File: src/hdl/wwdt_map.svh
`ifndef WWDT_MAP_SVH
`define WWDT_MAP_SVH

// ==========================================================================
// Register offsets
`define WWDT_OFF_CTRL0   8'h00
`define WWDT_OFF_CTRL1   8'h04
`define WWDT_OFF_STAT    8'h08
`define WWDT_OFF_COUNT   8'h0c

// ==========================================================================
// Field positions
`define WWDT_C0_SEN      0
`define WWDT_C0_PS_LSB   1
`define WWDT_C1_WIN_LSB  0
`define WWDT_C1_CS_LSB   4
`define WWDT_ST_WV       0
`define WWDT_ST_WATCHDOG_RESET_FLAG     1
`define WWDT_ST_TO       2
`define WWDT_ST_PD       3
`define WWDT_ST_ARM      4
`define WWDT_ST_OPEN     5

// ==========================================================================
// Reset values and codes
`define WWDT_PS_RST      5'h0b
`define WWDT_PS_MAX      5'h12
`define WWDT_PS_RUNTIME  5'h1f
`define WWDT_CFG_RUNTIME 3'h7
`define WWDT_CS_LF       3'h0
`define WWDT_CS_MF       3'h1
`define WWDT_WIN_FULL    3'h7
`define WWDT_TAP_BASE    5'h05
`define WWDT_WIN_SHIFT   5'h02
`endif

File: src/hdl/wwdt_pkg.sv
package wwdt_pkg;
  // Enable mode, ordered so its codes match the configuration bits
  typedef enum logic [1:0] {
    WWDT_OFF,
    WWDT_SOFT,
    WWDT_AWAKE,
    WWDT_ALWAYS
  } wwdt_mode_t;
  typedef enum logic [1:0] {
    WWDT_OKAY   = 2'h0,
    WWDT_SLVERR = 2'h2
  } wwdt_resp_t;
endpackage

File: src/hdl/wwdt_top.sv
`include "wwdt_map.svh"

module wwdt_top
  import wwdt_pkg::*;
(
  // Clock and reset
  input  wire logic        MCLK,
  input  wire logic        SRST,
  input  wire logic        POR,
  // Configuration words
  input  wire logic [1:0]  ENABLE_MODE_CONFIG,
  input  wire logic [4:0]  CONFIG_PRESCALE,
  input  wire logic [2:0]  CONFIG_WINDOW_SIZE,
  input  wire logic [2:0]  CONFIG_CLOCK_SOURCE,
  // Time bases and core events
  input  wire logic        LOW_FREQ_INTERNAL_OSC,
  input  wire logic        MID_FREQ_INTERNAL_OSC,
  input  wire logic        SLEEP,
  input  wire logic        OSCILLATOR_STARTUP_TIMER,
  input  wire logic        WATCHDOG_CLEAR_INSTRUCTION,
  // System outputs
  output logic             WDT_RESET,
  output logic             WAKE,
  output logic             TIMEOUT_STATUS_FLAG,
  output logic             POWERDOWN_STATUS_FLAG,
  output logic             WINDOW_VIOLATION_FLAG,
  output logic             WATCHDOG_RESET_FLAG,
  // AXI4-Lite write
  input  wire logic [7:0]  AWADDR,
  input  wire logic        AWVALID,
  output logic             AWREADY,
  input  wire logic [31:0] WDATA,
  input  wire logic [3:0]  WSTRB,
  input  wire logic        WVALID,
  output logic             WREADY,
  output logic [1:0]       BRESP,
  output logic             BVALID,
  input  wire logic        BREADY,
  // AXI4-Lite read
  input  wire logic [7:0]  ARADDR,
  input  wire logic        ARVALID,
  output logic             ARREADY,
  output logic [31:0]      RDATA,
  output logic [1:0]       RRESP,
  output logic             RVALID,
  input  wire logic        RREADY
);

  // ========================================================================
  // Declarations
  logic [17:0] pre;
  logic [4:0]  ovf;
  logic [22:0] full;
  logic [4:0]  ps_reg;
  logic        software_watchdog_switch;
  logic [2:0]  cs_reg;
  logic [2:0]  win_reg;
  logic        armed;
  logic        sleep_q;
  logic [7:0]  aw_addr;
  logic [7:0]  w_byte;
  logic        aw_held;
  logic        w_held;
  logic [4:0]  ps_eff;
  logic [4:0]  sel;
  logic [2:0]  cs_eff;
  logic [2:0]  win_eff;
  logic        tick;
  logic        active;
  logic        windowed;
  logic [23:0] span;
  logic        last;
  logic [2:0]  pos;
  logic        win_open;
  logic        viol;
  logic        clr_ok;
  logic        to_evt;
  logic        wr_go;
  logic        wr_ctrl;
  logic        clr_any;
  logic        rd_go;
  logic [31:0] rd_val;
  wwdt_mode_t  mode;

  assign full = {ovf, pre};

  // ========================================================================
  // Effective settings
  always_comb begin
    mode = wwdt_mode_t'(ENABLE_MODE_CONFIG);
    ps_eff = (CONFIG_PRESCALE == `WWDT_PS_RUNTIME) ? ps_reg
                                                   : CONFIG_PRESCALE;
    sel = (ps_eff > `WWDT_PS_MAX) ? 5'h00 : ps_eff;
    cs_eff = (CONFIG_CLOCK_SOURCE == `WWDT_CFG_RUNTIME) ? cs_reg
                                                        : CONFIG_CLOCK_SOURCE;
    win_eff = (CONFIG_WINDOW_SIZE == `WWDT_CFG_RUNTIME) ? win_reg
                                                        : CONFIG_WINDOW_SIZE;
    // Reserved clock codes fall back to the low oscillator
    tick = (cs_eff == `WWDT_CS_MF) ? MID_FREQ_INTERNAL_OSC
                                   : LOW_FREQ_INTERNAL_OSC;
    unique case (mode)
      WWDT_ALWAYS: active = 1'b1;
      WWDT_AWAKE:  active = !SLEEP;
      WWDT_SOFT:   active = software_watchdog_switch;
      WWDT_OFF:    active = 1'b0;
    endcase
  end

  // ========================================================================
  // Tap and window compare
  always_comb begin
    span = 24'h000001 << (sel + `WWDT_TAP_BASE);
    last = (full == span[22:0] - 23'h000001);
    pos = 3'(full >> (sel + `WWDT_WIN_SHIFT));
    windowed = (win_eff != `WWDT_WIN_FULL);
    // Closed for the first (7 - code) eighths of the period
    win_open = !windowed || (pos >= (3'h7 - win_eff));
  end

  assign viol = WATCHDOG_CLEAR_INSTRUCTION && active && windowed &&
                (!armed || !win_open);
  assign clr_ok = WATCHDOG_CLEAR_INSTRUCTION && active && !viol;
  assign to_evt = tick && active && last && !OSCILLATOR_STARTUP_TIMER;
  assign wr_go = aw_held && w_held && !BVALID;
  assign wr_ctrl = wr_go && (aw_addr == `WWDT_OFF_CTRL0 ||
                             aw_addr == `WWDT_OFF_CTRL1);
  assign rd_go = ARVALID && ARREADY;
  // A write to either control register clears the count, prescaler stage included
  assign clr_any = !active || OSCILLATOR_STARTUP_TIMER ||
                   (SLEEP != sleep_q) || clr_ok || viol || wr_ctrl;

  // ========================================================================
  // Prescaler and overflow counter
  always_ff @(posedge MCLK) begin
    if (SRST || clr_any) begin
      pre <= '0;
      ovf <= '0;
    end else if (tick && active) begin
      // Keeps running in Sleep when enabled there
      {ovf, pre} <= last ? 23'h000000 : full + 23'h000001;
    end
  end

  always_ff @(posedge MCLK) begin
    if (SRST) begin
      sleep_q <= 1'b0;
    end else begin
      sleep_q <= SLEEP;
    end
  end

  // ========================================================================
  // Arming
  always_ff @(posedge MCLK) begin
    if (SRST) begin
      armed <= 1'b0;
    end else begin
      if (WATCHDOG_CLEAR_INSTRUCTION) begin
        armed <= 1'b0;
      end
      if (rd_go && {ARADDR[7:2], 2'b00} == `WWDT_OFF_CTRL0) begin
        armed <= 1'b1;
      end
    end
  end

  // ========================================================================
  // Reset, wake and status
  always_ff @(posedge MCLK) begin
    if (SRST) begin
      WDT_RESET <= 1'b0;
      WAKE <= 1'b0;
    end else begin
      WDT_RESET <= viol || (to_evt && !SLEEP);
      WAKE <= to_evt && SLEEP;
    end
  end

  always_ff @(posedge MCLK) begin
    if (SRST) begin
      TIMEOUT_STATUS_FLAG <= 1'b1;
      POWERDOWN_STATUS_FLAG <= 1'b1;
    end else if (to_evt && SLEEP) begin
      TIMEOUT_STATUS_FLAG <= 1'b0;
      POWERDOWN_STATUS_FLAG <= 1'b0;
    end else if (SLEEP && !sleep_q) begin
      TIMEOUT_STATUS_FLAG <= 1'b1;
      POWERDOWN_STATUS_FLAG <= 1'b0;
    end else if (clr_ok) begin
      TIMEOUT_STATUS_FLAG <= 1'b1;
      POWERDOWN_STATUS_FLAG <= 1'b1;
    end
  end

  // Survive the system reset they cause; power-on or a firmware write of 1 sets them
  always_ff @(posedge MCLK) begin
    if (POR) begin
      WINDOW_VIOLATION_FLAG <= 1'b1;
      WATCHDOG_RESET_FLAG <= 1'b1;
    end else begin
      if (wr_go && aw_addr == `WWDT_OFF_STAT) begin
        if (w_byte[`WWDT_ST_WV]) begin
          WINDOW_VIOLATION_FLAG <= 1'b1;
        end
        if (w_byte[`WWDT_ST_WATCHDOG_RESET_FLAG]) begin
          WATCHDOG_RESET_FLAG <= 1'b1;
        end
      end
      // Hardware event wins over a firmware set in the same cycle
      if (viol) begin
        WINDOW_VIOLATION_FLAG <= 1'b0;
      end
      if (viol || to_evt) begin
        WATCHDOG_RESET_FLAG <= 1'b0;
      end
    end
  end

  // ========================================================================
  // Software registers
  always_ff @(posedge MCLK) begin
    if (SRST) begin
      ps_reg <= `WWDT_PS_RST;
      software_watchdog_switch <= 1'b0;
      cs_reg <= `WWDT_CS_LF;
      win_reg <= `WWDT_WIN_FULL;
    end else if (wr_go) begin
      if (aw_addr == `WWDT_OFF_CTRL0) begin
        ps_reg <= w_byte[`WWDT_C0_PS_LSB +: 5];
        software_watchdog_switch <= w_byte[`WWDT_C0_SEN];
      end
      if (aw_addr == `WWDT_OFF_CTRL1) begin
        cs_reg <= w_byte[`WWDT_C1_CS_LSB +: 3];
        win_reg <= w_byte[`WWDT_C1_WIN_LSB +: 3];
      end
    end
  end

  // ========================================================================
  // AXI4-Lite write channel
  always_ff @(posedge MCLK) begin
    if (SRST) begin
      AWREADY <= 1'b1;
      WREADY <= 1'b1;
      aw_held <= 1'b0;
      w_held <= 1'b0;
      aw_addr <= 8'h00;
      w_byte <= 8'h00;
      BVALID <= 1'b0;
      BRESP <= WWDT_OKAY;
    end else begin
      if (AWVALID && AWREADY) begin
        AWREADY <= 1'b0;
        aw_held <= 1'b1;
        aw_addr <= {AWADDR[7:2], 2'b00};
      end
      if (WVALID && WREADY) begin
        WREADY <= 1'b0;
        w_held <= 1'b1;
        // Registers hold one byte; other lanes are ignored
        w_byte <= WSTRB[0] ? WDATA[7:0] : 8'h00;
      end
      if (wr_go) begin
        BVALID <= 1'b1;
        BRESP <= (aw_addr == `WWDT_OFF_CTRL0 ||
                  aw_addr == `WWDT_OFF_CTRL1 ||
                  aw_addr == `WWDT_OFF_STAT) ? WWDT_OKAY : WWDT_SLVERR;
      end
      if (BVALID && BREADY) begin
        BVALID <= 1'b0;
        aw_held <= 1'b0;
        w_held <= 1'b0;
        AWREADY <= 1'b1;
        WREADY <= 1'b1;
      end
    end
  end

  // ========================================================================
  // AXI4-Lite read channel
  always_comb begin
    rd_val = 32'h00000000;
    unique case ({ARADDR[7:2], 2'b00})
      `WWDT_OFF_CTRL0: rd_val = {26'h0, ps_eff, software_watchdog_switch};
      `WWDT_OFF_CTRL1: rd_val = {25'h0, cs_eff, 1'b0, win_eff};
      `WWDT_OFF_STAT:  rd_val = {26'h0, win_open, armed,
                                 POWERDOWN_STATUS_FLAG, TIMEOUT_STATUS_FLAG,
                                 WATCHDOG_RESET_FLAG, WINDOW_VIOLATION_FLAG};
      `WWDT_OFF_COUNT: rd_val = {9'h000, full};
      default:         rd_val = 32'h00000000;
    endcase
  end

  always_ff @(posedge MCLK) begin
    if (SRST) begin
      ARREADY <= 1'b1;
      RVALID <= 1'b0;
      RDATA <= 32'h00000000;
      RRESP <= WWDT_OKAY;
    end else begin
      if (rd_go) begin
        ARREADY <= 1'b0;
        RVALID <= 1'b1;
        RDATA <= rd_val;
        RRESP <= (ARADDR[7:4] == 4'h0) ? WWDT_OKAY : WWDT_SLVERR;
      end
      if (RVALID && RREADY) begin
        RVALID <= 1'b0;
        ARREADY <= 1'b1;
      end
    end
  end
endmodule

File: config.mk
export PLATFORM = sky130hd
export DESIGN_NAME = wwdt_top
export DESIGN_NICKNAME = d
export VERILOG_FILES = /design/src/hdl/wwdt_pkg.sv /design/src/hdl/wwdt_top.sv
export VERILOG_INCLUDE_DIRS = /design/src /design/src/hdl
export SDC_FILE = /design/constraint.sdc
export NUM_CORES = 1
export LEC_CHECK = 0
export BUFFER_PORTS_ARGS = -buffer_cell sky130_fd_sc_hd__clkbuf_2
export CORE_AREA = 2 2 89 134
export CTS_CLUSTER_DIAMETER = 40
export DETAILED_ROUTE_END_ITERATION = 16
export DIE_AREA = 0 0 91 136
export PLACE_DENSITY = 0.79
export REMOVE_ABC_BUFFERS = 1
export SYNTH_ARGS = -nofsm -noshare
export SYNTH_HDL_FRONTEND = slang
export SYNTH_SLANG_ARGS = --single-unit
File: constraint.sdc
create_clock -name MCLK -period 11.4 [get_ports MCLK]
set_clock_uncertainty 0.1 [all_clocks]
set_input_delay 1.14 -clock MCLK [delete_from_list [all_inputs] [get_ports MCLK]]
set_output_delay 1.14 -clock MCLK [all_outputs]
set_load 0.005 [all_outputs]
Word-level counts from Yosys, hierarchy flattened --
Index checks and enable logic that the tools add are counted.
Storage, ports and cells: register bits after elaboration 99, bits in latches 0, memory bits (writable) 0, ROM bits 0, input bits 78, output and inout bits 47, logic and storage cells 131, memories kept 0
Cells by class: $add $sub $neg 5, $mul 0, div/mod/pow operators 0, magnitude comparators 2, equal/unequal tests 15, shifts and indexed selects 2, mux-type cells 24, bitwise gates (word level) 0, reductions and logical operators 57
Operators by type and width (count):
- $pmux 23 s4 | 1
- $add 23x1->23 const B | 1
- $eq 23x23->1 | 1
- $mux 23 | 1
- $shl 1x5->23 const A | 1
- $shr 23x5->3 | 1
- $sub 23x1->23 const B | 1
- $logic_and 1x1->1 | 20
- $eq 6x2->1 const B | 3
- $mux 1 | 14
- $eq 6x1->1 const B | 2
- $logic_or 1x1->1 | 12
- $mux 5 | 2
- $reduce_bool 2->1 | 5
- $logic_not 1->1 | 9
- $logic_not 8->1 | 1
- $reduce_and 2->1 | 4
- $mux 7 | 1
- $eq 3x3->1 const B | 2
- $logic_not 6->1 | 1
- $mux 3 | 2
- $add 5x2->5 const B | 1
- $add 5x3->5 const B | 1
- $eq 5x5->1 const B | 1
- 14 further kinds | 17

Longest topological paths before layout --
Gate-level depths: netlist (run 1).
depth after elaboration 17, mapped depth 23, gate-level depth less buffers 21

Worst setup path before layout (run 1) --
OpenSTA, ideal clock, no wires.
path kind in2reg, start point input CONFIG_PRESCALE[4], end point register ovf[1], setup time 141 ps, data arrival time 5446 ps, data required time 11159 ps, slack 5713 ps, cell stages on the path 19, path buffers 4, cells stage by stage buf_4 > nand3_2 > o41a_1 > o21ai_1 > clkbuf_1 > nand2_1 > clkinv_1 > ha_1 > clkbuf_1 > nand2_1 > a21o_1 > a211o_1 > and3_4 > or4_4 > a211oi_2 > o2111ai_2 > nor3_4 > buf_6 > nor3_2
Between the ends: longest elaborated chain between the ends 17, elaborated cells on any way between the ends 22, those cells by class 3 x add/sub; 2 x order compare; 2 x eq/ne; 2 x shift; 3 x mux; 10 x reduce/logical
RTL lines:
- from (decl) | line wwdt_top.sv:12 | input wire logic [4:0] CONFIG_PRESCALE,
- $eq 5x5->1 (no source line)
- $mux 5 * | line wwdt_top.sv:91 | ps_eff = (CONFIG_PRESCALE == `WWDT_PS_RUNTIME) ? ps_reg
- $gt 5x5->1 (no source line)
- $mux 5 * | line wwdt_top.sv:93 | sel = (ps_eff > `WWDT_PS_MAX) ? 5'h00 : ps_eff;
- $add 5x2->5 (no source line)
- $shr 23x5->3 | line wwdt_top.sv:114 | pos = 3'(full >> (sel + `WWDT_WIN_SHIFT));
- $ge 3x3->1 | line wwdt_top.sv:117 | win_open = !windowed || (pos >= (3'h7 - win_eff));
- $logic_or 1x1->1 | line wwdt_top.sv:117
- $logic_not 1->1 | line wwdt_top.sv:121 | (!armed || !win_open);
- $logic_or 1x1->1 | line wwdt_top.sv:121
- $logic_and 1x1->1 | line wwdt_top.sv:120 | assign viol = WATCHDOG_CLEAR_INSTRUCTION && active && windowed &&
- $logic_not 1->1 | line wwdt_top.sv:122 | assign clr_ok = WATCHDOG_CLEAR_INSTRUCTION && active && !viol;
- $logic_and 1x1->1 | line wwdt_top.sv:122
- $logic_or 1x1->1 (3 in a row) | line wwdt_top.sv:130 | (SLEEP != sleep_q) || clr_ok || viol || wr_ctrl;
- $logic_or 1x1->1 | line wwdt_top.sv:135 | if (SRST || clr_any) begin
- to (signal assigned) | line wwdt_top.sv:140 | {ovf, pre} <= last ? 23'h000000 : full + 23'h000001;
- to (decl) | line wwdt_top.sv:52 | logic [4:0] ovf;
Mark *: on every way between the ends. The rest lies on a longest branch, timed or not. A chain may end at the register's enable or synchronous reset.

Final worst setup path (run 1) --
start point input CONFIG_PRESCALE[0], end point register WATCHDOG_RESET_FLAG
Between the ends: longest elaborated chain between the ends 14, elaborated cells on any way between the ends 22, those cells by class 3 x add/sub; 2 x order compare; 2 x eq/ne; 2 x shift; 3 x mux; 10 x reduce/logical
RTL lines:
- $eq 5x5->1 (no source line)
- $mux 5 * | line wwdt_top.sv:91
- $gt 5x5->1 (no source line)
- $mux 5 * | line wwdt_top.sv:93
- parallel branches: the longest is 7 deep, another holds $sub 23x1->23
- $logic_or 1x1->1 * | line wwdt_top.sv:213 | if (viol || to_evt) begin
- $reduce_bool 2->1 (no source line)
- $reduce_and 2->1 (no source line)
- to (signal assigned) | line wwdt_top.sv:199 | WATCHDOG_RESET_FLAG <= 1'b1;
- to (signal assigned) | line wwdt_top.sv:206 | WATCHDOG_RESET_FLAG <= 1'b1;
- to (signal assigned) | line wwdt_top.sv:214 | WATCHDOG_RESET_FLAG <= 1'b0;
- to (decl) | line wwdt_top.sv:27 | output logic WATCHDOG_RESET_FLAG,
Every way passes the cells marked *.

==> results of run 1 <==
[layout make-up]
class / instances / share of cell area (%)
Multi-Input combinational cell: 596 / 58.3
Sequential cell: 88 / 25.8
Timing Repair Buffer: 89 / 6.83
Clock buffer: 11 / 3.41
Tap cell: 150 / 2.75
Clock inverter: 5 / 1.52
Inverter: 24 / 1.32
[synthesized netlist by cell type (4+ instances only)]
master    number  area, sq um
dfxtp_1       88         1760
o22ai_1       15         93.8
a21o_1         6         45.0
ha_1           8          100
xor2_1        22          193
o31ai_1        5         37.5
nand3_1       40          200
nor3_2        20          200
o211ai_1      13         97.6
nor3_1        15         75.1
nand2_1       77          289
nand4b_1       6         52.6
and4b_1        4         40.0
a211oi_1       6         45.0
nor2_1        61          229
inv_1         23         86.3
nand4_1       13         81.3
nand3b_1       5         37.5
buf_4         13         97.6
and2_1         4         25.0
a22oi_1       22          165
mux4_2         7          158
clkbuf_1      35          131
and3_1        13         81.3
nor4_1        12         75.1
xnor2_1       27          236
buf_1          5         18.8
nor2b_1        8         50.1
buf_2          7         35.0
a31oi_1        7         43.8
o32ai_1        4         35.0
nand2b_1       5         31.3
mux2i_1       20          200
o21ai_0       25          125
a21oi_1       42          210
[power by group through the flow]
stage / Combinational, mW / Clock (mW) / Sequential (mW)
after global routing: 0.137 / 0.350 / 0.321
after floorplan: 0.0782 / 0 / 0.325
after CTS: 0.124 / 0.336 / 0.320
final: 0.126 / 0.332 / 0.320
after detailed placement: 0.123 / 0 / 0.327
after global placement: 0.120 / 0 / 0.326
[through the flow]
step / power [mW] / instance area (sq um) / worst slack [ns] / util, %
after floorplan: 0.404 / 5830 / 5.15 / -
after global placement: 0.446 / 6480 / 4.71 / 57.4
after detailed placement: 0.450 / 6480 / 4.59 / 57.4
after CTS: 0.779 / 6820 / 4.94 / 60.4
after global routing: 0.808 / 6820 / 4.38 / 60.4
final: 0.779 / 6820 / 4.79 / 60.4
[cells by family (layout without fill, tap and decap cells)]
group                    after synthesis  in the layout  synth area share (%)
AND/OR/NAND/NOR                      303            303                  27.0
AO/OA/AOI/OAI                        193            193                  22.0
flip-flops                            88             88                  28.9
buffers and inverters                 87            129                  6.57
XOR/XNOR                              50             50                  7.41
multiplexers                          30             30                  6.42
adder cells (fa/ha/maj)                8              8                  1.64
other                                  2             12                 0.123
[worst register-to-register path, cell delays in order (launching register included)]
cell	delay (ns)
dfxtp_1	0.58
o41a_1	0.39
o21ai_1	0.12
buf_4	0.20
nand2_1	0.31
clkinv_1	0.38
ha_1	0.56
nor4b_2	0.58
inv_1	0.09
ha_1	0.32
nor3_1	0.17
o21ai_0	0.13
nor4b_1	0.35
nand4b_1	0.18
or4_1	0.45
nor3_1	0.59
a21oi_1	0.16
[metal layers]
metal,GRT usage [%],vias to the layer above
met2,50.8,300
met3,4.32,74
met4,15.5,0
li1,-,2881
met1,33.1,2932
met5,0,-
[path summary, 6_finish.rpt]
kind,cells past startpoint,to,slack [ns],start
max,18,WATCHDOG_RESET_FLAG,4.79,CONFIG_PRESCALE[0]
min reg2reg,2,w_byte[3],0.36,w_byte[3]
max reg2reg,16,WATCHDOG_RESET_FLAG,5.61,ps_reg[2]
min,2,w_byte[3],0.36,w_byte[3]
==> reports/qor.yml, run 1 <==
status:
  run_status: "finished clean"
cells_and_area:
  top_register: "RDATA"
  insertedDiodeCount: 0
  layout.area.seq_sq_um: 1760
  final_cell_mix: "dfxtp_1, clkbuf_2, nand2_1, nor2_1, a21oi_1"
  largest_reg_flops: 23
  n_fill_cell: 1058
  drive_gt1_share_pct: 18.6
  final_common_cell: "dfxtp_1"
  reg_top3: "RDATA: 23 flops, pre: 18 flops, w_byte: 7 flops"
  stdcell_count: 963
  area_growth_pct: 11.8
  nNetsFinal: 894
  multiInputGateArea_sq_um: 3970
timing:
  slew_violations: 0
  worst_pin_slew_ns: 1.14
  slew_headroom_pct: 23.2
  fin_tns_setup_ns: 0
  rsz0062_at_grt: "no"
  setup_viol: 0
  timing.final.crit_share_pct: 58.0
  timing.hold.ws_ns: 0.356
  min_period_ns: 6.61
  fmax_mhz: 151
  hold_viol: 0
placement:
  placed_cells_incl_taps: 947
  detailed_place_hpwl_microns: 13400
  portBuffers: 81
  place.gp.congestion: 1.02
worst_setup_path:
  crit_type: "in2reg"
  start_kind: "input port"
  critPathMaxFanout: 23
  path_buf_inv: 4
  slowest_delay_ns: 0.59
  end_kind: "register"
  required_ns: 11.49
  slowest_stage: "nor3_1"
  cp_top_family: "simple AND/OR/NAND/NOR gates"
  crit_chain: "clkbuf_2, nand2_1, a21oi_1, o21ai_1, buf_4, nand2_1, clkinv_1, ha_1, nor4b_2, inv_1, ha_1, nor3_1, o21ai_0, nor4b_1, nand4b_1, or4_1, nor3_1, a21oi_1"
  cp.arrival_ns: 6.71
drt:
  wl_met2_microns: 9120
  ant_nets: 0
  wl_met3_microns: 1140
  routed.top_layer: "met4"
  routedWlPerCell_microns: 18.6
  drt-initial-drc-count: 543
  m1WireLength_microns: 6790
  via_per_inst: 6.42
  wl_microns: 18000
  drtPass1Iterations: 5
  routed-via-count: 6187
  route.detailed.drc: 0
clocking:
  cts_root_buf: "clkbuf_16"
  postCtsHoldBufs: 0
  cts_tree: "yes"
  h-tree-depth: 3
  cts.path.max_buffers: 2
  ctsResizeCount: 0
  numClockSinks: 88
  numCtsBuffers: 9
  cts_setup_buffers: 0
  clk_pin_slew_ns: 0.06
  insertion_delay_ns: 0.34
worst_hold_path:
  hp-class: "reg2reg"
yosys:
  synth_area_sq_um: 6100
  synth_enable_flop_cells: 0
  synth-seq-area-share_pct: 28.9
  synthArstFlopShare_pct: 0
  synth_ff_type: "dfxtp_1"
  synth.avg_cell_area_sq_um: 8.01
  syn_inst: 761
  yosysWarningCount: 0
  synth_cell_types: 83
  synth-seq-cells: 88
floorplanning:
  rows: 48
  core_sq_um: 11300
  die-height_microns: 136
  start_util_pct: 54.0
  dieArea_sq_um: 12400
  pin_count: 125
  die_w_microns: 91
pwr:
  switching_share_pct: 26.1
  pwr-share-clk_pct: 42.6
  power_switching_mw: 0.203
  power_leakage_nw: 2.56
  p_comb_share_pct: 16.2
  power_density_nw_per_um2: 114
  seqPwrFrac_pct: 41.1
  ir_worst_vdd_v: 0.0000833
  p_int_mw: 0.576
global_routing:
  grt_pass1_wl_microns: 28900
  grt_pass1_vias: 5946
  grt_max_degree: 56
  grt_usage_pct: 28.7
  gr-total-overflow: 0
  antenna_found_initial: 0
run:
  drv_cap: 0
(Power assumes the default switching activity.)
==> run 2, diff against run 1 <==
- ABC_AREA: default -> 1
- CORE_AREA: 2 2 89 134 -> 2 2 87 131
- DIE_AREA: 0 0 91 136 -> 0 0 89 133
- clock period: 11.4 -> 6.3 ns (I/O delays scaled with it)
==> run 2 against run 1 <==
- combinational power grew 120%
- worst setup slack lost 3.5 ns
- clock power grew 65%
- sequential share of layout area grew 1.2 points
==> reports/qor.yml, run 2 <==
timing:
  fin_tns_setup_ns: 0  # unchanged
  setup_viol: 0  # unchanged
  worst_pin_slew_ns: 1.08  # -0.0646 ns
  slew_violations: 0  # unchanged
  hold_viol: 0  # unchanged
  timing.final.crit_share_pct: 80.2
  fmax_mhz: 198
  rsz0062_at_grt: "no"
  slew_headroom_pct: 28.0  # +4.8 points
  min_period_ns: 5.05
drt:
  ant_nets: 0  # unchanged
  routedWlPerCell_microns: 14.2  # -24%
  drt-initial-drc-count: 413  # -24%
  routed-via-count: 5897  # -4.7%
  via_per_inst: 5.50  # -14%
  route.detailed.drc: 0  # unchanged
  wl_microns: 15200  # -15%
  drtPass1Iterations: 5  # unchanged
pwr:
  power_leakage_nw: 2.94  # +15%
  ir_worst_vdd_v: 0.000176  # +110%
  seqPwrFrac_pct: 41.7  # +0.6 points
  power_density_nw_per_um2: 217  # +90%
  switching_share_pct: 30.3  # +4.3 points
  power_switching_mw: 0.428  # +110%
  p_int_mw: 0.984  # +71%
  p_comb_share_pct: 19.5  # +3.3 points
  pwr-share-clk_pct: 38.9  # -3.7 points
floorplanning:
  pin_count: 125  # unchanged
  core_sq_um: 10800  # -4.2%
  rows: 47  # -2.1%
  start_util_pct: 53.4  # -0.59 points
  die-height_microns: 133  # -2.2%
  die_w_microns: 89  # -2.2%
  dieArea_sq_um: 11800  # -4.4%
worst_setup_path:
  end_kind: "register"
  cp-startpoint: "CONFIG_PRESCALE[1]"
  required_ns: 6.40  # -5.09 ns
  ff2ff_setup_slack_ns: 1.45  # -4.16 ns
  reg2reg_depth: 28  # +12
  crit_type: "in2reg"
  start_kind: "input port"
  slowest_stage: "nand2_2"
  critPathMaxFanout: 22  # -4.3%
  reg2reg_to: "pre[0]"
  cp.arrival_ns: 5.16  # -1.55 ns
  regToRegStartpoint: "ps_reg[2]"
  slowest_delay_ns: 0.50  # -0.09 ns
yosys:
  synth_enable_flop_cells: 0  # unchanged
  synth_top_area_cell: "dfxtp_1"
  synth-seq-area-share_pct: 30.5  # +1.6 points
  synth_ff_type: "dfxtp_1"
  synth_top_area_share_pct: 30.5  # +1.6 points
  ys_top_cells_by_count: "nand2_1, inv_1, dfxtp_1"
  synth_area_leaders: "dfxtp_1, nand2_1, inv_1"
  yosysWarningCount: 0  # unchanged
  synth_cell_types: 50  # -40%
  synth_area_sq_um: 5780  # -5.2%
  yosysMostFrequentCell: "nand2_1"
  synth.avg_cell_area_sq_um: 6.72  # -16%
  syn_inst: 860  # +13%
  synthArstFlopShare_pct: 0  # unchanged
  synth-seq-cells: 88  # unchanged
global_routing:
  gr-total-overflow: 0  # unchanged
  grt_usage_pct: 26.8  # -1.9 points
  antenna_found_initial: 0  # unchanged
  grt_pass1_vias: 5694  # -4.2%
  grt_pass1_wl_microns: 25500  # -12%
  grt_max_degree: 44  # -21%
clocking:
  cts.path.max_buffers: 2  # unchanged
  postCtsHoldBufs: 0  # unchanged
  h-tree-depth: 3  # unchanged
  numClockSinks: 88  # unchanged
  numCtsBuffers: 9  # unchanged
  cts_root_buf: "clkbuf_16"
  clk_pin_slew_ns: 0.07  # about the same
  insertion_delay_ns: 0.34  # about the same
  cts_setup_buffers: 0  # unchanged
  ctsResizeCount: 0  # unchanged
  cts_tree: "yes"
cells_and_area:
  finalInstanceArea_sq_um: 6500  # -4.6%
  final_cell_mix: "nand2_1, inv_1, dfxtp_1, clkbuf_2, nor2_1"
  top_register: "RDATA"
  n_fill_cell: 1094  # +3.4%
  nNetsFinal: 1007  # +13%
  reg_top3: "RDATA: 23 flops, pre: 18 flops, w_byte: 7 flops"
  insertedDiodeCount: 0  # unchanged
  final_common_cell: "nand2_1"
  largest_reg_flops: 23  # unchanged
  area_growth_pct: 12.5
  drive_gt1_share_pct: 18.6  # about the same
worst_hold_path:
  hp-class: "reg2reg"
  hold-path-endpoint: "aw_held"
  min_path_cells: 2  # unchanged
  hold_path_startpoint: "aw_held"
run:
  drv_cap: 0  # unchanged
placement:
  place.gp.congestion: 0.963  # -5.8%
  placed_area_sq_um: 6200  # -4.3%
  portBuffers: 81  # unchanged
  detailed_place_hpwl_microns: 11600  # -13%
status:
  run_status: "finished clean"
run 2: cell count changes after synthesis, moves of 18 or more:
cell,change
inv_1,+69
mux2i_1,-20
nand2_1,+107
nor2_2,+22
nor3_2,-18
o21ai_0,+40
xnor2_1,-25
run 2: how the worst max path moves through the flow:
stage          cells past startpoint      end  slack (ns)
2_1_floorplan                     29   pre[0]        1.94
6_report                          30   pre[0]        1.25
3_3_place_gp                      30  pre[16]        1.02
5_1_grt                           30   pre[0]        0.83
3_5_place_dp                      30   pre[0]        0.95
4_1_cts                           30   pre[0]        1.30
run 2: worst max-delay path: cells and delay by family:
| kind | cells | cell delay, ns |
|---|---|---|
| AND/OR/NAND/NOR | 25 | 3.36 |
| adder cells (fa/ha/maj) | 2 | 0.58 |
| buffers and inverters | 3 | 0.57 |
run 2: metal layers:
metal | GRT usage [%] | vias up | part of all wire, %
met5 | 0 | - | 0
li1 | - | 2934 | -
met1 | 28.5 | 2649 | 37
met3 | 3.99 | 72 | 5.0
met4 | 16.8 | 0 | 6.1
met2 | 47.6 | 242 | 52
run 2: power by group through the flow:
stage	registers, mW	logic (mW)	clock network (mW)
floorplan	0.601	0.190	0
global placement	0.601	0.266	0
detailed placement	0.601	0.270	0
CTS	0.588	0.272	0.554
global route	0.591	0.312	0.578
finish	0.588	0.275	0.549
run 2: cells by family after synthesis:
kind of cell / Yosys count / share of synthesized area (%)
fa+ha+maj: 8 / 1.73
flops: 88 / 30.5
xor+xnor: 35 / 5.30
buf+inv: 147 / 10.6
other cells: 2 / 0.130
simple gates: 416 / 35.0
compound gates: 164 / 16.7
run 2: area by class of cell:
class | instances | area, sq um | share of cell area [%]
flip-flops and latches | 88 | 1760 | 27.1
well taps | 147 | 184 | 2.83
repair buffers | 82 | 413 | 6.35
clock buffers | 9 | 225 | 3.46
clock inverters | 7 | 77.6 | 1.19
inverters | 105 | 394 | 6.06
multi-input cells | 635 | 3450 | 53.0
run 2: per-stage QoR:
stage | std cells | util (%) | hold WS, ns | total power [mW] | setup slack [ns]
finish | 1073 | 60.1 | 0.355 | 1.41 | 1.25
global placement | 1057 | 57.3 | 0.340 | 0.867 | 1.02
global route | 1073 | 60.1 | 0.376 | 1.48 | 0.828
detailed placement | 1057 | 57.3 | 0.347 | 0.871 | 0.954
CTS | 1073 | 60.1 | 0.357 | 1.41 | 1.30
floorplan | 828 | - | 0.330 | 0.791 | 1.94
